File: src/core/pair_ready_pkg.sv
`default_nettype none
package pair_ready_pkg;
  localparam int NUM_PAIRS = 13;
  localparam int REG_W = 16;
  localparam int ADDR_W = 4;
  localparam int IDX_W = 4;
  localparam int NUM_PINS = 16;
  // Register offsets (word index on the plain port)
  localparam logic [3:0] OFS_PAIR_READY_STATUS = 4'h0;
  localparam logic [3:0] OFS_JUMP_TABLE_VECTOR_BASE = 4'h1;
  localparam logic [3:0] OFS_PIN_ANALOG_DIGITAL_SELECT = 4'h2;
  localparam logic [3:0] OFS_IRQ_STATUS = 4'h3;
  localparam logic [3:0] OFS_IRQ_MASK = 4'h4;
  // Field layout
  localparam int IDX_SHIFT = 2;
  localparam logic [15:0] BASE_WR_MASK = 16'hfffe;
  localparam logic [15:0] STATUS_RD_MASK = 16'h1fff;
  // Reset values
  localparam logic [15:0] BASE_RESET = 16'h0000;
  localparam logic [15:0] PIN_DIGITAL_SELECT_BITS_RESET = 16'h0000;
  localparam logic [12:0] READY_RESET = 13'h0000;
  localparam logic [12:0] MASK_RESET = 13'h0000;
  localparam logic [15:0] READ_IDLE = 16'h0000;
endpackage
`default_nettype wire

File: src/core/ready_priority_encoder.sv
`timescale 1ns/1ns
`default_nettype none
// Lowest set bit number wins; pair zero has the top priority
module ready_priority_encoder (
  input wire logic [12:0] ready_i,
  output logic [3:0] index_o,
  output logic any_o
);
  always_comb begin
    index_o = 4'h0;
    any_o = 1'b0;
    for (int i = pair_ready_pkg::NUM_PAIRS - 1; i >= 0; i--) begin
      if (ready_i[i]) begin
        index_o = 4'(i);
        any_o = 1'b1;
      end
    end
  end
endmodule // ready_priority_encoder
`default_nettype wire

File: src/core/adc_pair_ready_vector_portcfg.sv
// Decided for this implementation: the strobed register port and the address map.
`timescale 1ns/1ns
`default_nettype none
module adc_pair_ready_vector_portcfg (
  input wire logic ref_clk_i,
  input wire logic reset_n_i,
  input wire logic [3:0] addr_i,
  input wire logic [15:0] wdata_i,
  input wire logic wr_i,
  input wire logic rd_i,
  output logic [15:0] rdata_o,
  input wire logic [12:0] pair_done_i,
  output logic [12:0] pair_complete_irq_o,
  output logic [15:0] pin_digital_en_o,
  output logic [15:0] mux_to_analog_ground_o,
  output logic irq_o
);

  ////////////////////////////////////////////////////////////////////////////
  // Registers
  logic [12:0] ready_r;
  logic [15:0] base_r;
  logic [15:0] pin_digital_select_bits_r;
  logic [12:0] irq_stat_r;
  logic [12:0] irq_mask_r;
  logic [3:0] enc_idx;
  logic enc_any;
  logic [15:0] vector_value;
  logic wr_status, wr_base, wr_pin_digital_select_bits, wr_istat, wr_imask;

  assign wr_status = wr_i && (addr_i == pair_ready_pkg::OFS_PAIR_READY_STATUS);
  assign wr_base = wr_i && (addr_i == pair_ready_pkg::OFS_JUMP_TABLE_VECTOR_BASE);
  assign wr_pin_digital_select_bits = wr_i && (addr_i == pair_ready_pkg::OFS_PIN_ANALOG_DIGITAL_SELECT);
  assign wr_istat = wr_i && (addr_i == pair_ready_pkg::OFS_IRQ_STATUS);
  assign wr_imask = wr_i && (addr_i == pair_ready_pkg::OFS_IRQ_MASK);

  ////////////////////////////////////////////////////////////////////////////
  // Ready flags: set wins over a written zero
  always_ff @(posedge ref_clk_i or negedge reset_n_i) begin
    if (!reset_n_i) begin
      ready_r <= pair_ready_pkg::READY_RESET;
    end else if (wr_status) begin
      ready_r <= (ready_r & wdata_i[12:0]) | pair_done_i;
    end else begin
      ready_r <= ready_r | pair_done_i;
    end
  end

  always_ff @(posedge ref_clk_i or negedge reset_n_i) begin
    if (!reset_n_i) begin
      base_r <= pair_ready_pkg::BASE_RESET;
    end else if (wr_base) begin
      base_r <= wdata_i & pair_ready_pkg::BASE_WR_MASK;
    end
  end

  always_ff @(posedge ref_clk_i or negedge reset_n_i) begin
    if (!reset_n_i) begin
      pin_digital_select_bits_r <= pair_ready_pkg::PIN_DIGITAL_SELECT_BITS_RESET;
    end else if (wr_pin_digital_select_bits) begin
      pin_digital_select_bits_r <= wdata_i;
    end
  end

  ////////////////////////////////////////////////////////////////////////////
  // Pin mode outputs
  always_ff @(posedge ref_clk_i or negedge reset_n_i) begin
    if (!reset_n_i) begin
      pin_digital_en_o <= pair_ready_pkg::PIN_DIGITAL_SELECT_BITS_RESET;
      mux_to_analog_ground_o <= pair_ready_pkg::PIN_DIGITAL_SELECT_BITS_RESET;
    end else begin
      pin_digital_en_o <= pin_digital_select_bits_r;
      mux_to_analog_ground_o <= pin_digital_select_bits_r;
    end
  end

  ////////////////////////////////////////////////////////////////////////////
  // Per-pair completion pulses and summary interrupt
  always_ff @(posedge ref_clk_i or negedge reset_n_i) begin
    if (!reset_n_i) begin
      pair_complete_irq_o <= pair_ready_pkg::READY_RESET;
    end else begin
      pair_complete_irq_o <= pair_done_i;
    end
  end

  always_ff @(posedge ref_clk_i or negedge reset_n_i) begin
    if (!reset_n_i) begin
      irq_stat_r <= pair_ready_pkg::READY_RESET;
    end else if (wr_istat) begin
      irq_stat_r <= (irq_stat_r & ~wdata_i[12:0]) | pair_done_i;
    end else begin
      irq_stat_r <= irq_stat_r | pair_done_i;
    end
  end

  always_ff @(posedge ref_clk_i or negedge reset_n_i) begin
    if (!reset_n_i) begin
      irq_mask_r <= pair_ready_pkg::MASK_RESET;
    end else if (wr_imask) begin
      irq_mask_r <= wdata_i[12:0];
    end
  end

  always_ff @(posedge ref_clk_i or negedge reset_n_i) begin
    if (!reset_n_i) begin
      irq_o <= 1'b0;
    end else begin
      irq_o <= |(irq_stat_r & irq_mask_r);
    end
  end

  ////////////////////////////////////////////////////////////////////////////
  // Vector computation
  ready_priority_encoder u_enc (
    .ready_i(ready_r),
    .index_o(enc_idx),
    .any_o(enc_any)
  );

  // Live flags feed the sum
  assign vector_value = base_r + (16'(enc_idx) << pair_ready_pkg::IDX_SHIFT);

  always_ff @(posedge ref_clk_i or negedge reset_n_i) begin
    if (!reset_n_i) begin
      rdata_o <= pair_ready_pkg::READ_IDLE;
    end else if (rd_i) begin
      case (addr_i)
        pair_ready_pkg::OFS_PAIR_READY_STATUS:
          rdata_o <= {3'h0, ready_r} & pair_ready_pkg::STATUS_RD_MASK;
        pair_ready_pkg::OFS_JUMP_TABLE_VECTOR_BASE:
          rdata_o <= vector_value;
        pair_ready_pkg::OFS_PIN_ANALOG_DIGITAL_SELECT:
          rdata_o <= pin_digital_select_bits_r;
        pair_ready_pkg::OFS_IRQ_STATUS:
          rdata_o <= {3'h0, irq_stat_r};
        pair_ready_pkg::OFS_IRQ_MASK:
          rdata_o <= {3'h0, irq_mask_r};
        default:
          rdata_o <= pair_ready_pkg::READ_IDLE;
      endcase
    end else begin
      rdata_o <= pair_ready_pkg::READ_IDLE;
    end
  end

  ////////////////////////////////////////////////////////////////////////////
  // Assertions
  property p_ready_set;
    @(posedge ref_clk_i) disable iff (!reset_n_i)
      pair_done_i[0] |=> ready_r[0];
  endproperty
  a_ready_set: assert property (p_ready_set) else $error("ready flag not set");

  property p_ready_clear;
    @(posedge ref_clk_i) disable iff (!reset_n_i)
      wr_status && !wdata_i[0] && !pair_done_i[0] |=> !ready_r[0];
  endproperty
  a_ready_clear: assert property (p_ready_clear) else $error("ready flag not cleared");

  property p_ready_hold;
    @(posedge ref_clk_i) disable iff (!reset_n_i)
      ready_r[3] && !(wr_status && !wdata_i[3]) |=> ready_r[3];
  endproperty
  a_ready_hold: assert property (p_ready_hold) else $error("ready flag lost");

  property p_status_top_zero;
    @(posedge ref_clk_i) disable iff (!reset_n_i)
      rd_i && addr_i == pair_ready_pkg::OFS_PAIR_READY_STATUS |=> rdata_o[15:13] == 3'h0;
  endproperty
  a_status_top_zero: assert property (p_status_top_zero) else $error("status top bits");

  property p_base_lsb;
    @(posedge ref_clk_i) disable iff (!reset_n_i) base_r[0] == 1'b0;
  endproperty
  a_base_lsb: assert property (p_base_lsb) else $error("base bit zero set");

  property p_vector_read;
    @(posedge ref_clk_i) disable iff (!reset_n_i)
      rd_i && addr_i == pair_ready_pkg::OFS_JUMP_TABLE_VECTOR_BASE && ready_r[0]
      |=> rdata_o == $past(base_r);
  endproperty
  a_vector_read: assert property (p_vector_read) else $error("vector pair zero");

  property p_vector_prio;
    @(posedge ref_clk_i) disable iff (!reset_n_i)
      rd_i && addr_i == pair_ready_pkg::OFS_JUMP_TABLE_VECTOR_BASE && ready_r[2:0] == 3'h4
      |=> rdata_o == $past(base_r) + 16'h0008;
  endproperty
  a_vector_prio: assert property (p_vector_prio) else $error("vector priority");

  property p_vector_lsbs;
    @(posedge ref_clk_i) disable iff (!reset_n_i)
      rd_i && addr_i == pair_ready_pkg::OFS_JUMP_TABLE_VECTOR_BASE
      |=> rdata_o[1:0] == $past(base_r[1:0]);
  endproperty
  a_vector_lsbs: assert property (p_vector_lsbs) else $error("vector low bits");

  property p_pin_mode;
    @(posedge ref_clk_i) disable iff (!reset_n_i)
      wr_pin_digital_select_bits ##1 !wr_pin_digital_select_bits |=> pin_digital_en_o == $past(wdata_i, 2);
  endproperty
  a_pin_mode: assert property (p_pin_mode) else $error("pin mode");

  property p_pair_irq;
    @(posedge ref_clk_i) disable iff (!reset_n_i)
      pair_done_i[5] |=> pair_complete_irq_o[5];
  endproperty
  a_pair_irq: assert property (p_pair_irq) else $error("pair irq");

  property p_ready_set_top;
    @(posedge ref_clk_i) disable iff (!reset_n_i)
      pair_done_i[12] |=> ready_r[12];
  endproperty
  a_ready_set_top: assert property (p_ready_set_top) else $error("top ready flag");

  property p_ready_keep;
    @(posedge ref_clk_i) disable iff (!reset_n_i)
      wr_status && wdata_i[0] && ready_r[0] |=> ready_r[0];
  endproperty
  a_ready_keep: assert property (p_ready_keep) else $error("ready flag dropped");

  property p_ready_quiet;
    @(posedge ref_clk_i) disable iff (!reset_n_i)
      !pair_done_i[4] && !ready_r[4] |=> !ready_r[4];
  endproperty
  a_ready_quiet: assert property (p_ready_quiet) else $error("ready flag rose");

  property p_status_read;
    @(posedge ref_clk_i) disable iff (!reset_n_i)
      rd_i && addr_i == pair_ready_pkg::OFS_PAIR_READY_STATUS
      |=> rdata_o[12:0] == $past(ready_r);
  endproperty
  a_status_read: assert property (p_status_read) else $error("status read");

  property p_base_write;
    @(posedge ref_clk_i) disable iff (!reset_n_i)
      wr_base |=> base_r[15:1] == $past(wdata_i[15:1]);
  endproperty
  a_base_write: assert property (p_base_write) else $error("base write");

  property p_base_keep;
    @(posedge ref_clk_i) disable iff (!reset_n_i)
      !wr_base |=> $stable(base_r);
  endproperty
  a_base_keep: assert property (p_base_keep) else $error("base changed");

  property p_vector_none;
    @(posedge ref_clk_i) disable iff (!reset_n_i)
      rd_i && addr_i == pair_ready_pkg::OFS_JUMP_TABLE_VECTOR_BASE && ready_r == 13'h0000
      |=> rdata_o == $past(base_r);
  endproperty
  a_vector_none: assert property (p_vector_none) else $error("vector no flags");

  property p_vector_last;
    @(posedge ref_clk_i) disable iff (!reset_n_i)
      rd_i && addr_i == pair_ready_pkg::OFS_JUMP_TABLE_VECTOR_BASE && ready_r == 13'h1000
      |=> rdata_o == $past(base_r) + 16'h0030;
  endproperty
  a_vector_last: assert property (p_vector_last) else $error("vector last pair");

  property p_vector_step;
    @(posedge ref_clk_i) disable iff (!reset_n_i)
      rd_i && addr_i == pair_ready_pkg::OFS_JUMP_TABLE_VECTOR_BASE
      |=> rdata_o - $past(base_r) <= 16'h0030;
  endproperty
  a_vector_step: assert property (p_vector_step) else $error("vector offset");

  property p_vector_idx_low;
    @(posedge ref_clk_i) disable iff (!reset_n_i)
      rd_i && addr_i == pair_ready_pkg::OFS_JUMP_TABLE_VECTOR_BASE
      |=> ((rdata_o - $past(base_r)) & 16'h0003) == 16'h0000;
  endproperty
  a_vector_idx_low: assert property (p_vector_idx_low) else $error("index low bits");

  property p_sel_read;
    @(posedge ref_clk_i) disable iff (!reset_n_i)
      rd_i && addr_i == pair_ready_pkg::OFS_PIN_ANALOG_DIGITAL_SELECT
      |=> rdata_o == $past(pin_digital_select_bits_r);
  endproperty
  a_sel_read: assert property (p_sel_read) else $error("select read");

  property p_pin_digital;
    @(posedge ref_clk_i) disable iff (!reset_n_i)
      pin_digital_select_bits_r[15] |=> pin_digital_en_o[15] && mux_to_analog_ground_o[15];
  endproperty
  a_pin_digital: assert property (p_pin_digital) else $error("pin not digital");

  property p_pin_analog;
    @(posedge ref_clk_i) disable iff (!reset_n_i)
      !pin_digital_select_bits_r[0] |=> !pin_digital_en_o[0] && !mux_to_analog_ground_o[0];
  endproperty
  a_pin_analog: assert property (p_pin_analog) else $error("pin not analog");

  property p_pin_follow;
    @(posedge ref_clk_i) disable iff (!reset_n_i)
      wr_pin_digital_select_bits |=> ##1 mux_to_analog_ground_o == $past(wdata_i, 2);
  endproperty
  a_pin_follow: assert property (p_pin_follow) else $error("mux ground");

  property p_pair_irq_quiet;
    @(posedge ref_clk_i) disable iff (!reset_n_i)
      !pair_done_i[5] |=> !pair_complete_irq_o[5];
  endproperty
  a_pair_irq_quiet: assert property (p_pair_irq_quiet) else $error("pair irq stuck");

  property p_pair_irq_top;
    @(posedge ref_clk_i) disable iff (!reset_n_i)
      pair_done_i[12] |=> pair_complete_irq_o[12];
  endproperty
  a_pair_irq_top: assert property (p_pair_irq_top) else $error("top pair irq");

  property p_istat_set;
    @(posedge ref_clk_i) disable iff (!reset_n_i)
      pair_done_i[7] |=> irq_stat_r[7];
  endproperty
  a_istat_set: assert property (p_istat_set) else $error("irq status set");

  property p_istat_clear;
    @(posedge ref_clk_i) disable iff (!reset_n_i)
      wr_istat && wdata_i[7] && !pair_done_i[7] |=> !irq_stat_r[7];
  endproperty
  a_istat_clear: assert property (p_istat_clear) else $error("irq status clear");

  property p_irq_on;
    @(posedge ref_clk_i) disable iff (!reset_n_i)
      |(irq_stat_r & irq_mask_r) |=> irq_o;
  endproperty
  a_irq_on: assert property (p_irq_on) else $error("irq low");

  property p_irq_off;
    @(posedge ref_clk_i) disable iff (!reset_n_i)
      !(|(irq_stat_r & irq_mask_r)) |=> !irq_o;
  endproperty
  a_irq_off: assert property (p_irq_off) else $error("irq high");

  c_vector_read: cover property (@(posedge ref_clk_i)
    rd_i && addr_i == pair_ready_pkg::OFS_JUMP_TABLE_VECTOR_BASE && enc_any);
  c_clear: cover property (@(posedge ref_clk_i) wr_status && |ready_r);
  c_irq: cover property (@(posedge ref_clk_i) irq_o);
  c_set_wins: cover property (@(posedge ref_clk_i)
    wr_status && |(pair_done_i & ~wdata_i[12:0]));
  c_pin_digital: cover property (@(posedge ref_clk_i) pin_digital_en_o[15]);

endmodule // adc_pair_ready_vector_portcfg
`default_nettype wire

File: config.mk
export PLATFORM = sky130hd
export DESIGN_NAME = adc_pair_ready_vector_portcfg
export DESIGN_NICKNAME = d
export VERILOG_FILES = /design/src/core/pair_ready_pkg.sv /design/src/core/ready_priority_encoder.sv /design/src/core/adc_pair_ready_vector_portcfg.sv
export SDC_FILE = /design/constraint.sdc
export NUM_CORES = 1
export LEC_CHECK = 0
export BUFFER_PORTS_ARGS = -buffer_cell sky130_fd_sc_hd__buf_2
export CAP_MARGIN = 20
export CORE_MARGIN = 2
export CORE_UTILIZATION = 59
export CTS_CLUSTER_SIZE = 8
export DETAILED_ROUTE_END_ITERATION = 6
export GPL_ROUTABILITY_DRIVEN = 0
export MAX_ROUTING_LAYER = met4
export PLACE_DENSITY = 0.91
export SYNTH_ARGS = -nofsm -noshare
export SYNTH_HDL_FRONTEND = slang
export SYNTH_SLANG_ARGS = --single-unit
File: constraint.sdc
create_clock -name ref_clk_i -period 7.01 [get_ports ref_clk_i]
set_input_delay 0.3505 -clock ref_clk_i [delete_from_list [all_inputs] [get_ports ref_clk_i]]
set_output_delay 0.3505 -clock ref_clk_i [all_outputs]
set_load 0.02 [all_outputs]
Word-level counts from Yosys, hierarchy flattened
Cells that the tools add are included.

operators by class
  reduce and logical (&&, ||, !) cells = 7
  eq/ne operators = 4
  add/subtract/negate cells = 1
  multiplexer cells = 17
  bitwise gates (word level) = 8

operators with widths
  cell                  number
  $pmux W16 S5          1
  $mux W4               13
  $or A13 B13 Y13       4
  $and A13 B13 Y13      3
  $mux W13              2
  $add A16 B6 Y16       1
  $mux W16              1
  $not A13 Y13          1
  $reduce_or A13 Y1     1
  $eq A4 B2 Y1 const B  2
  $logic_and A1 B1 Y1   5
  $eq A4 B1 Y1 const B  1
  $eq A4 B3 Y1 const B  1
  $logic_not A4 Y1      1

word-level totals
  output and inout bits = 62
  logic and storage cells = 46
  bits of input ports = 37
  flip-flop bits (word level) = 116

Logic depth before layout (Yosys ltp)
  word-level depth = 16
  gate-level depth with buffers = 13
  depth with buffers taken out = 13

Modules after synthesis
From an unflattened synthesis, not the netlist that was laid out.

second synthesis, totals
  cells, all modules = 414
  area, all modules = 5162.5 µm²

by module, submodules not included
  module                         area each (µm²)  instances  cells an instance
  adc_pair_ready_vector_portcfg  5006.1           1          390
  ready_priority_encoder         156.4            1          24

Least setup slack after synthesis
OpenSTA, ideal clock, no wires.

  kind = reg-to-reg
  start = register ready_r[10]
  end = register rdata_o[10]
  stages on the path, launching flop included = 14
  period minus slack after synthesis = 2.451 ns
  library setup time = 0.128 ns
  required time = 6.882 ns
  data arrival time = 2.323 ns
  path slack = 4.559 ns
  cells stage by stage = dfrtp_1 inv_1 a21oi_1 o21ai_0 a211oi_1 a211oi_1 ha_1 inv_1 fa_1 nand2b_1 a21oi_1 and4_1 xnor2_1 o22ai_1

between the ends
  longest elaborated chain between the ends = 14

ends and longest elaborated chain
  element                 RTL line                              source
  from (decl)             adc_pair_ready_vector_portcfg.sv:21   logic [12:0] ready_r;
  from (signal assigned)  adc_pair_ready_vector_portcfg.sv:41   ready_r <= pair_ready_pkg::READY_RESET;
  from (signal assigned)  adc_pair_ready_vector_portcfg.sv:43   ready_r <= (ready_r & wdata_i[12:0]) | pair_done_i;
  from (signal assigned)  adc_pair_ready_vector_portcfg.sv:45   ready_r <= ready_r | pair_done_i;
  $mux W4 (11 in a row)   ready_priority_encoder.sv:13          if (ready_i[i]) begin
  $add A16 B6 Y16         adc_pair_ready_vector_portcfg.sv:122  assign vector_value = base_r + (16'(enc_idx) << pair_ready_pkg::IDX_SHIFT);
  $pmux W16 S5 *          adc_pair_ready_vector_portcfg.sv:128  case (addr_i)
  $mux W16 *              adc_pair_ready_vector_portcfg.sv:127  end else if (rd_i) begin
  to (signal assigned)    adc_pair_ready_vector_portcfg.sv:126  rdata_o <= pair_ready_pkg::READ_IDLE;
  to (signal assigned)    adc_pair_ready_vector_portcfg.sv:130  rdata_o <= {3'h0, ready_r} & pair_ready_pkg::STATUS_RD_MASK;
  to (signal assigned)    adc_pair_ready_vector_portcfg.sv:132  rdata_o <= vector_value;
  to (decl)               adc_pair_ready_vector_portcfg.sv:11   output logic [15:0] rdata_o,

Every way passes the cells marked *; elsewhere a longest branch is shown, timed or not.
A chain may end at the register's enable or synchronous reset.

Worst setup path after layout
  start = register ready_r[11]
  end = register rdata_o[10]

between the ends
  longest elaborated chain between the ends = 15

ends and longest elaborated chain
  element                RTL line
  $mux W4 (12 in a row)  ready_priority_encoder.sv:13
  $add A16 B6 Y16        adc_pair_ready_vector_portcfg.sv:122
  $pmux W16 S5           adc_pair_ready_vector_portcfg.sv:128
  $mux W16               adc_pair_ready_vector_portcfg.sv:127

No other way between the ends.

==> flow_summary_export.csv <==
group,metric,value,unit
synthesis,synth_top_area_share,57.63,%
place,placedInstanceArea,5458,µm²
routing,drtIter0Drc,486,
floorplan,rows,33,
power_and_ir_drop,p_sw,0.5390,mW
timing,fin_worst_hold_slack,0.09122,ns
job,drv_cap,0,
floorplan,dieArea,9293,µm²
power_and_ir_drop,p_comb_share,15.1,%
synthesis,ys_async_sr_fraction,100.0,%
critical_path,r2r-end,"rdata_o[10]",
clocking,cts_tree,"done",
floorplan,die_x,96.40,µm
critical_path,cp_slowest_cell,"fa_1",
synthesis,synth-edff-count,0,
clocking,cts_made_buffers,17,
synthesis,synth_cell_types,48,
final_layout,n_fill_cell,498,
timing,worst_pin_slew,0.8263,ns
critical_path,r2r-start,"ready_r[11]",
final_layout,diodes,0,
power_and_ir_drop,p_sw_share,26.67,%
timing,max_freq,0.3335,GHz
timing,hold_violations,0,
routing,vias_per_cell,6.234,
timing,rsz0062_at_grt,"false",
global_route,grt_max_degree,64,
critical_path,crit_chain,"nor2_1, o31ai_1, a211oi_1, or3_1, fa_1, nand2b_1, a21oi_1, and4_1, xnor2_1, o22ai_1",
final_layout,nNetsFinal,554,
clocking,postCtsSetupRepairBufs,0,
timing,fin_crit_sh,42.78,%
floorplan,initial_core_util,61.00,%
timing,drv_slew,0,
critical_path,crit_type,"reg -> reg",
power_and_ir_drop,internal_power,1.482,mW
clocking,cts.repair.resized,0,
synthesis,ys_seq_area_share,57.63,%
synthesis,ys_ff_latch,116,
timing,tns,0,ns
clocking,clock_latency,0.51,ns
clocking,clk_pin_slew,0.06,ns
synthesis,yosysMostFrequentCell,"dfrtp_1",
synthesis,synth_area,5037,µm²
power_and_ir_drop,power.density,325.9,nW/µm²
power_and_ir_drop,power_leakage,2.862,nW
synthesis,synth_flop_cell,"dfrtp_1",
timing,min_period,2.999,ns
routing,dr.pass1.iters,7,
critical_path,crit_path_max_fanout,4,
global_route,grt_pass1_wl,20800,µm
floorplan,ios,99,
critical_path,r2r_cells,10,
hold_path,min_to,"base_r[13]",
synthesis,synth.avg_cell_area,12.26,µm²
global_route,overflow,0,
final_layout,drive_gt1_share,34.73,%
synthesis,netlist_instances,411,
global_route,antenna_found_initial,0,
power_and_ir_drop,ir_drop,231.1,µV
critical_path,r2r_slack,4.01,ns
hold_path,holdPathStages,2,
critical_path,cp.required,7.37,ns
routing,drcViolationCount,16,
final_layout,area_growth,23.12,%
synthesis,ys_top_cells_by_count,"dfrtp_1 (116), mux2_2 (36), nand2_1 (30)",
outcome,outcome,"complete, but fails checks",
critical_path,crit_arrival,3.36,ns
outcome,violations,"design-rule violations",
floorplan,die_h,96.40,µm
clocking,cts-root-buf,"clkbuf_8",
place,io_buffers,98,
hold_path,min_path_type,"in -> reg",
critical_path,start_kind,"flop",
timing,finalClockSkew,0.007205,ns
hold_path,min_from,"wdata_i[13]",
power_and_ir_drop,seq_power_share,41.3,%
clocking,hold_buffers,14,
routing,drt-wirelength-per-cell,21.21,µm
critical_path,cpPeakStageDelay,0.45,ns
timing,max-slew-margin-rel,44.67,%
power_and_ir_drop,clockPowerShare,43.6,%
synthesis,syn_nets,453,
final_layout,final_util,75.11,%
clocking,cts.sink_count,116,
global_route,grt_pass1_vias,3961,
critical_path,cp-end-kind,"flop",
floorplan,coreArea,8258,µm²
global_route,globalRouteTotalUtil,31.87,%
place,hpwl,8564,µm
routing,ant_nets,0,
clocking,cts_buffer_depth,2,
synthesis,synth_top_area_cell,"dfrtp_1",
place,place_ws,4.229,ns
synthesis,synth.area.top_cells,"dfrtp_1 (58%), mux2_2 (8.0%), mux2_4 (3.0%)",
routing,vias,3921,
routing,drt_wl_total,13340,µm
clocking,htree_levels,4,
final_layout,multiInputGateArea,1882,µm²
synthesis,yosysWarnings,0,
timing,setup_viol,0,
timing,setup_ws,4.011,ns
final_layout,design_area,6202,µm²
final_layout,area.sequential,2903,µm²
[layout by cell type (no fill, tap or decap), drive strengths merged, types with 4 or more instances in the layout]
| cell type | n |
|---|---|
| buf | 99 |
| inv | 11 |
| mux2i | 9 |
| xor2 | 8 |
| clkinv | 4 |
| a22oi | 10 |
| mux2 | 46 |
| a21oi | 14 |
| nand2 | 33 |
| nand2b | 14 |
| bufinv | 4 |
| ha | 4 |
| clkbuf | 21 |
| o21ai | 26 |
| a21o | 13 |
| a211oi | 4 |
| nand3 | 11 |
| dlygate4sd3 | 14 |
| nor2 | 17 |
| a222oi | 4 |
| dfrtp | 116 |
[power by group through the flow]
| stage | clock network, mW | logic [mW] | registers [mW] |
|---|---|---|---|
| 3_3_place_gp | 0 | 0.281 | 0.834 |
| 2_1_floorplan | 0 | 0.184 | 0.852 |
| 3_5_place_dp | 0 | 0.291 | 0.840 |
| 5_1_grt | 0.920 | 0.327 | 0.844 |
| 6_report | 0.881 | 0.305 | 0.835 |
| 4_1_cts | 0.887 | 0.304 | 0.832 |
[routing by layer]
metal | wire (µm) | GRT usage [%] | vias up
met4 | 561 | 16.31 | 0
met5 | 0 | - | -
li1 | - | - | 1647
met1 | 5012 | 38.21 | 1920
met3 | 1194 | 8.534 | 62
met2 | 6576 | 50.00 | 292
[stage by stage]
stage / std cells / power, mW
final: 629 / 2.021
after global routing: 629 / 2.091
after CTS: 629 / 2.023
after detailed placement: 584 / 1.131
after global placement: 584 / 1.115
after floorplan: 411 / 1.036
[critical path, delay by kind of cell, from the launching register on]
kind / cells / cell delay, ns
AND/OR/NAND/NOR: 4 / 0.98
AO/OA/AOI/OAI: 4 / 0.88
adder cells (fa/ha/maj): 1 / 0.45
flip-flops: 1 / 0.41
XOR/XNOR: 1 / 0.14
[logic make-up after synthesis]
kind of cell,count (synthesis),share of synthesized area (%)
muxes,55,12.82
buffers and inverters,42,5.017
AOI/OAI and AO/OA,91,11.97
adders and majority gates,5,1.391
xor gates and xnor gates,10,1.739
DFF,116,57.63
and+or+nand+nor,92,9.439
[layout make-up]
class | instances | area share (%)
Clock buffer | 21 | 7.242
Clock inverter | 10 | 2.502
Inverter | 11 | 0.6657
Multi-Input combinational cell | 253 | 30.34
Sequential cell | 116 | 46.80
Tap cell | 105 | 2.118
Timing Repair Buffer | 113 | 10.33
[flip-flops by register name, indices dropped and copies added, names as in the netlist]
name and count:
base_r 15, irq_mask_r 13, irq_o 1, irq_stat_r 13, mux_to_analog_ground_o 16, pair_complete_irq_o 13
pin_digital_select_bits_r 16, rdata_o 16, ready_r 13
[worst max-delay path by stage]
stage	end	from	depth (start not counted)	slack [ns]
floorplan	rdata_o[10]	ready_r[10]	13	4.56
global placement	rdata_o[10]	ready_r[10]	13	4.38
detailed placement	rdata_o[10]	ready_r[10]	13	4.23
CTS	rdata_o[10]	ready_r[10]	13	4.13
global route	rdata_o[15]	ready_r[0]	8	3.86
finish	rdata_o[10]	ready_r[11]	10	4.01
(Power assumes the default switching activity.)
